### config.mk
export PLATFORM = sky130hd
export DESIGN_NAME = call_clear_watchdog_exec
export DESIGN_NICKNAME = d
export VERILOG_FILES = /design/src/rtl/exec_pkg.sv /design/src/rtl/paired_clear_tracker.sv /design/src/rtl/call_clear_watchdog_exec.sv
export SDC_FILE = /design/constraint.sdc
export NUM_CORES = 1
export LEC_CHECK = 0
export ABC_AREA = 0
export BUFFER_PORTS_ARGS = -buffer_cell sky130_fd_sc_hd__buf_2
export CELL_PAD_IN_SITES_DETAIL_PLACEMENT = 0
export CELL_PAD_IN_SITES_GLOBAL_PLACEMENT = 1
export CORE_MARGIN = 2
export CORE_UTILIZATION = 38
export CTS_CLUSTER_SIZE = 8
export DETAILED_ROUTE_END_ITERATION = 12
export GPL_TIMING_DRIVEN = 0
export PLACE_DENSITY_LB_ADDON = 0.1
export RECOVER_POWER = 50
export SYNTH_ARGS = -nofsm -noshare
export SYNTH_HDL_FRONTEND = slang
export SYNTH_HIERARCHICAL = 1
export SYNTH_SLANG_ARGS = --single-unit
### constraint.sdc
create_clock -name ref_clk -period 3.8 [get_ports ref_clk]
set_clock_uncertainty 0.2 [all_clocks]
set_input_delay 0.76 -clock ref_clk [delete_from_list [all_inputs] [get_ports ref_clk]]
set_output_delay 0.76 -clock ref_clk [all_outputs]
set_load 0.01 [all_outputs]
### src/rtl/exec_pkg.sv
// Purpose: shared constants for the call / clear / watchdog-clear execution block
// Assumes: 8-bit data path, 11-bit program counter
// Notes:   opcode encodings are abstract command codes, not the real instruction bits
package exec_pkg;
  localparam int PC_W   = 11;
  localparam int ADDR_W = 8;
  localparam int DATA_W = 8;
  localparam int OP_W   = 3;

  // ---------------------------------------------------------------
  // command codes presented by decode
  // ---------------------------------------------------------------
  localparam logic [OP_W-1:0] OP_NONE   = 3'h0;
  localparam logic [OP_W-1:0] OP_CALL   = 3'h1;
  localparam logic [OP_W-1:0] OP_BYTECL = 3'h2;
  localparam logic [OP_W-1:0] OP_BITCL  = 3'h3;
  localparam logic [OP_W-1:0] OP_WDCLR  = 3'h4;
  localparam logic [OP_W-1:0] OP_WDCLR1 = 3'h5;
  localparam logic [OP_W-1:0] OP_WDCLR2 = 3'h6;

  // ---------------------------------------------------------------
  // constants and reset values
  // ---------------------------------------------------------------
  localparam logic [PC_W-1:0]   PC_STEP      = 11'h001;
  localparam logic [PC_W-1:0]   PC_RESET     = 11'h000;
  localparam logic [DATA_W-1:0] BYTE_CLEARED = 8'h00;
  localparam logic              FLAG_RESET   = 1'b0;
  localparam int                CALL_CYCLES  = 2;

  // pairing tracker: which half of the pair last ran
  typedef enum logic [2:0] {
    PAIR_NONE  = 3'b001,
    PAIR_FIRST = 3'b010,
    PAIR_SECND = 3'b100
  } pair_state_e;
endpackage

### src/rtl/paired_clear_tracker.sv
// Purpose: decides whether a paired watchdog clear takes effect
// Assumes: one strobe per executed paired clear
// Notes:   the single clear does not disturb the pairing history
`timescale 1ns/1ps
module paired_clear_tracker (
  input  wire logic ref_clk,
  input  wire logic rstn,
  input  wire logic first_paired_watchdog_clear,
  input  wire logic second_paired_watchdog_clear,
  output logic      pair_fire
);
  exec_pkg::pair_state_e state;
  exec_pkg::pair_state_e next_state;

  // ---------------------------------------------------------------
  // alternation check
  // ---------------------------------------------------------------
  always_comb begin
    next_state = state;
    pair_fire  = 1'b0;
    case (state)
      exec_pkg::PAIR_NONE: begin
        if (first_paired_watchdog_clear) begin
          next_state = exec_pkg::PAIR_FIRST;
        end else if (second_paired_watchdog_clear) begin
          next_state = exec_pkg::PAIR_SECND;
        end
      end
      exec_pkg::PAIR_FIRST: begin
        if (second_paired_watchdog_clear) begin
          pair_fire  = 1'b1;
          next_state = exec_pkg::PAIR_SECND;
        end
        // repeated first half leaves state alone, no effect
      end
      exec_pkg::PAIR_SECND: begin
        if (first_paired_watchdog_clear) begin
          pair_fire  = 1'b1;
          next_state = exec_pkg::PAIR_FIRST;
        end
      end
      default: begin
        next_state = exec_pkg::PAIR_NONE;
      end
    endcase
  end

  always_ff @(posedge ref_clk or negedge rstn) begin
    if (!rstn) begin
      state <= exec_pkg::PAIR_NONE;
    end else begin
      state <= next_state;
    end
  end
endmodule

### src/rtl/call_clear_watchdog_exec.sv
// What this block does
// - call pushes program counter plus one onto the return stack
// - call is unconditional, loads target into counter, flags untouched
// - call occupies two instruction cycles
// - byte clear writes zero to the addressed data byte
// - bit clear zeroes only the selected bit, others kept
// - single watchdog clear resets counter, timeout and power-down flags
// - first paired clear acts only after the second paired clear
// - second paired clear acts only after the first paired clear
// - repeating one paired clear alone has no effect
//
// Purpose: executes call, byte/bit clear and the three watchdog clears
// Assumes: decode presents one command per cycle with op_valid; read data of the
//          addressed byte is valid in the command cycle
// Notes:   busy holds decode off during the second call cycle
`timescale 1ns/1ps
module call_clear_watchdog_exec (
  input  wire logic                        ref_clk,
  input  wire logic                        rstn,
  input  wire logic                        op_valid,
  input  wire logic [exec_pkg::OP_W-1:0]   op_code,
  input  wire logic [exec_pkg::PC_W-1:0]   cur_pc,
  input  wire logic [exec_pkg::PC_W-1:0]   call_target,
  input  wire logic [exec_pkg::ADDR_W-1:0] mem_addr,
  input  wire logic [2:0]                  bit_sel,
  input  wire logic [exec_pkg::DATA_W-1:0] mem_rdata,
  input  wire logic                        timeout_set,
  input  wire logic                        powerdown_set,
  output logic                             busy,
  output logic                             stack_push,
  output logic [exec_pkg::PC_W-1:0]        stack_data,
  output logic                             pc_load,
  output logic [exec_pkg::PC_W-1:0]        pc_value,
  output logic                             mem_we,
  output logic [exec_pkg::ADDR_W-1:0]      mem_waddr,
  output logic [exec_pkg::DATA_W-1:0]      mem_wdata,
  output logic                             watchdog_counter_clear,
  output logic                             timeout_flag,
  output logic                             powerdown_flag
);
  // ---------------------------------------------------------------
  // command strobes
  // ---------------------------------------------------------------
  logic take;
  logic is_call;
  logic is_byte;
  logic is_bit;
  logic is_wd;
  logic is_wd1;
  logic is_wd2;
  logic pair_fire;
  logic wd_fire;

  function automatic logic hit(input logic [exec_pkg::OP_W-1:0] code);
    hit = take && (op_code == code);
  endfunction

  // decode is ignored while the call's second cycle runs
  assign take    = op_valid && !busy;
  assign is_call = hit(exec_pkg::OP_CALL);
  assign is_byte = hit(exec_pkg::OP_BYTECL);
  assign is_bit  = hit(exec_pkg::OP_BITCL);
  assign is_wd   = hit(exec_pkg::OP_WDCLR);
  assign is_wd1  = hit(exec_pkg::OP_WDCLR1);
  assign is_wd2  = hit(exec_pkg::OP_WDCLR2);

  paired_clear_tracker u_pair (
    .ref_clk                      (ref_clk),
    .rstn                         (rstn),
    .first_paired_watchdog_clear  (is_wd1),
    .second_paired_watchdog_clear (is_wd2),
    .pair_fire                    (pair_fire)
  );

  assign wd_fire = is_wd || pair_fire;

  // ---------------------------------------------------------------
  // call sequencing and memory write
  // ---------------------------------------------------------------
  logic                        next_busy;
  logic                        next_stack_push;
  logic [exec_pkg::PC_W-1:0]   next_stack_data;
  logic                        next_pc_load;
  logic [exec_pkg::PC_W-1:0]   next_pc_value;
  logic                        next_mem_we;
  logic [exec_pkg::ADDR_W-1:0] next_mem_waddr;
  logic [exec_pkg::DATA_W-1:0] next_mem_wdata;

  always_comb begin
    next_busy       = 1'b0;
    next_stack_push = 1'b0;
    next_stack_data = stack_data;
    next_pc_load    = 1'b0;
    next_pc_value   = pc_value;
    next_mem_we     = 1'b0;
    next_mem_waddr  = mem_waddr;
    next_mem_wdata  = mem_wdata;
    if (is_call) begin
      // push return address first, jump lands in the second cycle
      next_stack_push = 1'b1;
      next_stack_data = cur_pc + exec_pkg::PC_STEP;
      next_busy       = 1'b1;
      next_pc_value   = call_target;
    end
    if (busy) begin
      next_pc_load = 1'b1;
    end
    if (is_byte) begin
      next_mem_we    = 1'b1;
      next_mem_waddr = mem_addr;
      next_mem_wdata = exec_pkg::BYTE_CLEARED;
    end else if (is_bit) begin
      next_mem_we    = 1'b1;
      next_mem_waddr = mem_addr;
      next_mem_wdata = mem_rdata & ~(8'h01 << bit_sel);
    end
  end

  always_ff @(posedge ref_clk or negedge rstn) begin
    if (!rstn) begin
      busy       <= 1'b0;
      stack_push <= 1'b0;
      stack_data <= exec_pkg::PC_RESET;
      pc_load    <= 1'b0;
      pc_value   <= exec_pkg::PC_RESET;
      mem_we     <= 1'b0;
      mem_waddr  <= '0;
      mem_wdata  <= exec_pkg::BYTE_CLEARED;
    end else begin
      busy       <= next_busy;
      stack_push <= next_stack_push;
      stack_data <= next_stack_data;
      pc_load    <= next_pc_load;
      pc_value   <= next_pc_value;
      mem_we     <= next_mem_we;
      mem_waddr  <= next_mem_waddr;
      mem_wdata  <= next_mem_wdata;
    end
  end

  // ---------------------------------------------------------------
  // watchdog clear and status flags
  // ---------------------------------------------------------------
  // memory clears and calls never reach these flags
  logic next_wd_clear;
  logic next_timeout;
  logic next_powerdown;

  always_comb begin
    next_wd_clear  = wd_fire;
    next_timeout   = timeout_flag;
    next_powerdown = powerdown_flag;
    if (wd_fire) begin
      next_timeout   = exec_pkg::FLAG_RESET;
      next_powerdown = exec_pkg::FLAG_RESET;
    end
    // a hardware event in the clearing cycle is not lost
    if (timeout_set) begin
      next_timeout = 1'b1;
    end
    if (powerdown_set) begin
      next_powerdown = 1'b1;
    end
  end

  always_ff @(posedge ref_clk or negedge rstn) begin
    if (!rstn) begin
      watchdog_counter_clear <= 1'b0;
      timeout_flag           <= exec_pkg::FLAG_RESET;
      powerdown_flag         <= exec_pkg::FLAG_RESET;
    end else begin
      watchdog_counter_clear <= next_wd_clear;
      timeout_flag           <= next_timeout;
      powerdown_flag         <= next_powerdown;
    end
  end
endmodule

==> results.cfg <==
[sta]
finalSetupViolations = 0
rsz0062_at_grt = no
fmax_mhz = 439
fin_hold_ws_ps = 278
min_period_ps = 2280
setup_tns_ps = 0
relSlewSlack_pct = 31.9
hold_viol_final = 0
finalCritPeriodShare_pct = 60.0
tightest_slew_ps = 1020
slew_violations = 0

[die]
die_x_um = 79.2
start_util_pct = 39.3
row_count = 27
die_h_um = 79.2
core_mm2 = 0.00547
die-area_mm2 = 0.00627
ios = 94

[cts]
cts_sinks = 47
cts_resized = 0
postCtsSetupBuffers = 0
cts-htree-levels = 2
cts_tree = yes
cts.clk_slew.worst_paths_ps = 80
clkLatencyLatePin_ps = 300
hold_buffers = 0
cts_root_buf = clkbuf_8
clk_path_buf_depth = 2
cts_buffers = 5

[layout]
drive_gt1_share_pct = 41.5
final_nets = 326
fillers = 552
layout.area.seq_mm2 = 0.00118
area_growth_pct = 29.2
final_core_util_pct = 50.7
diodes = 0
stdcell_area_mm2 = 0.00278
multi_input_area_um2 = 848

[power]
peakVddDrop_v = 0.000238
total_power_uw = 1240
p_leak_uw = 0.00129
power_density_mw_per_mm2 = 446

[drt]
vias = 1746
wire_per_inst_um = 13.9
drt_first_pass_iters = 4
drc = 0
initialDrtViolationCount = 62
routed_wl_mm = 4.85
avgViaCountPerCell = 5.00
antenna_left = 0

[global_routing]
gr-total-overflow = 0
grt_max_degree = 48
grt_pass1_vias = 1707
antenna_found_initial = 0
grt_pass1_wl_mm = 7.93
grt_use_total_pct = 16.1

[worst_setup_path]
arrival_ps = 2270
cp-start-kind = primary input
worst-path-buf-inv = 2
path_class = in2reg
cp_top_family = simple AND/OR/NAND/NOR gates
slowest_delay_ps = 560
path_cells = clkbuf_1 > clkinv_1 > nor3_1 > a22oi_1 > nor2_1 > a31oi_1 > a21o_1
crit_slowest_cell = nor3_1
crit_path_end_kind = flop
cp_data_required_time_ps = 3790
cp_max_fo = 9

[run_status]
outcome = finished clean

[synth]
synth_cells = 176
synth_edf_count = 0
async_flop_share_pct = 100
syn_area_per_cell_um2 = 12.2
synth_top_area_share_pct = 53.6
synth_top_area_cell = dfrtp_1
syn_nets = 226
synth.distinct_cells = 45
ys.flop_type = dfrtp_1
ys_warn_count = 6
syn_area_mm2 = 0.00215
ys_ff_latch = 47
yosysSeqAreaShare_pct = 54.8
yosys-top-cells-area = dfrtp_1 54%, mux2_4 7.0%, mux2_2 5.8%

[hold_path]
hold_class = reg2reg

[placed_design]
place_congestion = 0.757
dpl.hpwl_mm = 3.62
io_buffers = 93
placed_cell_area_mm2 = 0.00270

[flow_run]
max_cap_viol_count = 0
-- registers in the layout (all words and copies together), names as in the netlist, 3 cells and up --
signal and cells:
pc_value 11, mem_wdata 8, mem_waddr 8, stack_data 11, u_pair/state 3
-- cells by family (layout without fill, tap and decap cells) --
group,Yosys count,in the layout,synth area share (%)
simple gates,37,37,9.90
buf+inv,20,121,5.71
xor+xnor,3,3,1.22
flops,47,47,54.8
fa+ha+maj,1,1,0.582
compound gates,45,45,14.0
mux,23,23,13.7
-- cells in the mapped netlist (all sizes together) (3+ instances only) --
library cell  instances
o31ai                 4
or4                   3
dfrtp                46
nor2                  4
buf                   6
clkbuf                3
o21ai                10
inv                  10
nand3                 4
nand2                12
o311ai                6
a21oi                 7
a31oi                 6
xnor2                 3
mux2                 22
a22oi                 3
-- worst register-to-register path, delay by kind of cell, from the launching register on --
family | cells | cell delay [ps]
compound gates | 3 | 390
buf+inv | 1 | 230
flops | 1 | 440
simple gates | 3 | 670
-- report_power, final --
group / switching, uW / internal (uW) / total [uW]
Combinational: 149 / 151 / 300
Sequential: 45.8 / 586 / 632
Clock: 175 / 132 / 306
Total: 369 / 868 / 1240
-- layout make-up --
class,instances,share of cell area [%]
Sequential cell,47,42.4
Tap cell,72,3.25
Multi-Input combinational cell,109,30.6
Timing Repair Buffer,93,16.0
Buffer,9,2.93
Inverter,11,1.49
Clock inverter,3,0.857
Clock buffer,5,2.48
-- stage by stage --
stage | instances | setup slack [ps]
4_1_cts | 349 | 1620
6_report | 349 | 1520
3_3_place_gp | 341 | 1320
3_5_place_dp | 341 | 1310
2_1_floorplan | 176 | 1630
5_1_grt | 349 | 1300
-- path summary, 6_finish.rpt --
kind,end,startpoint,depth (start not counted),slack [ps]
worst max-delay path,timeout_flag,op_code[2],7,1520
worst min-delay path,powerdown_flag,powerdown_flag,1,280
worst max register to register,timeout_flag,stack_push,7,1760
max in group asynchronous,stack_data[9],rstn,1,2340
min in group asynchronous,stack_data[6],rstn,1,430
worst min register to register,powerdown_flag,powerdown_flag,1,280
-- cells in the final DEF, fill, tap and decap left out, types with 3 or more instances in the layout --
| cell | netlist | routed |
|---|---|---|
| clkbuf_8 | 0 | 5 |
| xnor2_1 | 3 | 3 |
| a21oi_1 | 7 | 7 |
| nand3_1 | 3 | 3 |
| a31oi_1 | 6 | 6 |
| dfrtp_1 | 46 | 46 |
| mux2_4 | 10 | 10 |
| mux2_2 | 11 | 11 |
| or4_1 | 3 | 3 |
| nor2_1 | 4 | 4 |
| o311ai_0 | 6 | 6 |
| inv_1 | 10 | 10 |
| o31ai_1 | 4 | 4 |
| buf_2 | 1 | 77 |
| clkbuf_1 | 3 | 20 |
| o21ai_0 | 10 | 10 |
| a22oi_1 | 3 | 3 |
| nand2_1 | 12 | 12 |
-- layer usage --
layer / share of wire, % / global-route usage, % / wire, um
met1: 43 / 20.7 / 2080
met2: 47 / 25.6 / 2290
met3: 8.6 / 5.91 / 418
met4: 1.1 / 4.66 / 55
met5: 0 / 0 / 0
(Power assumes the default switching activity.)
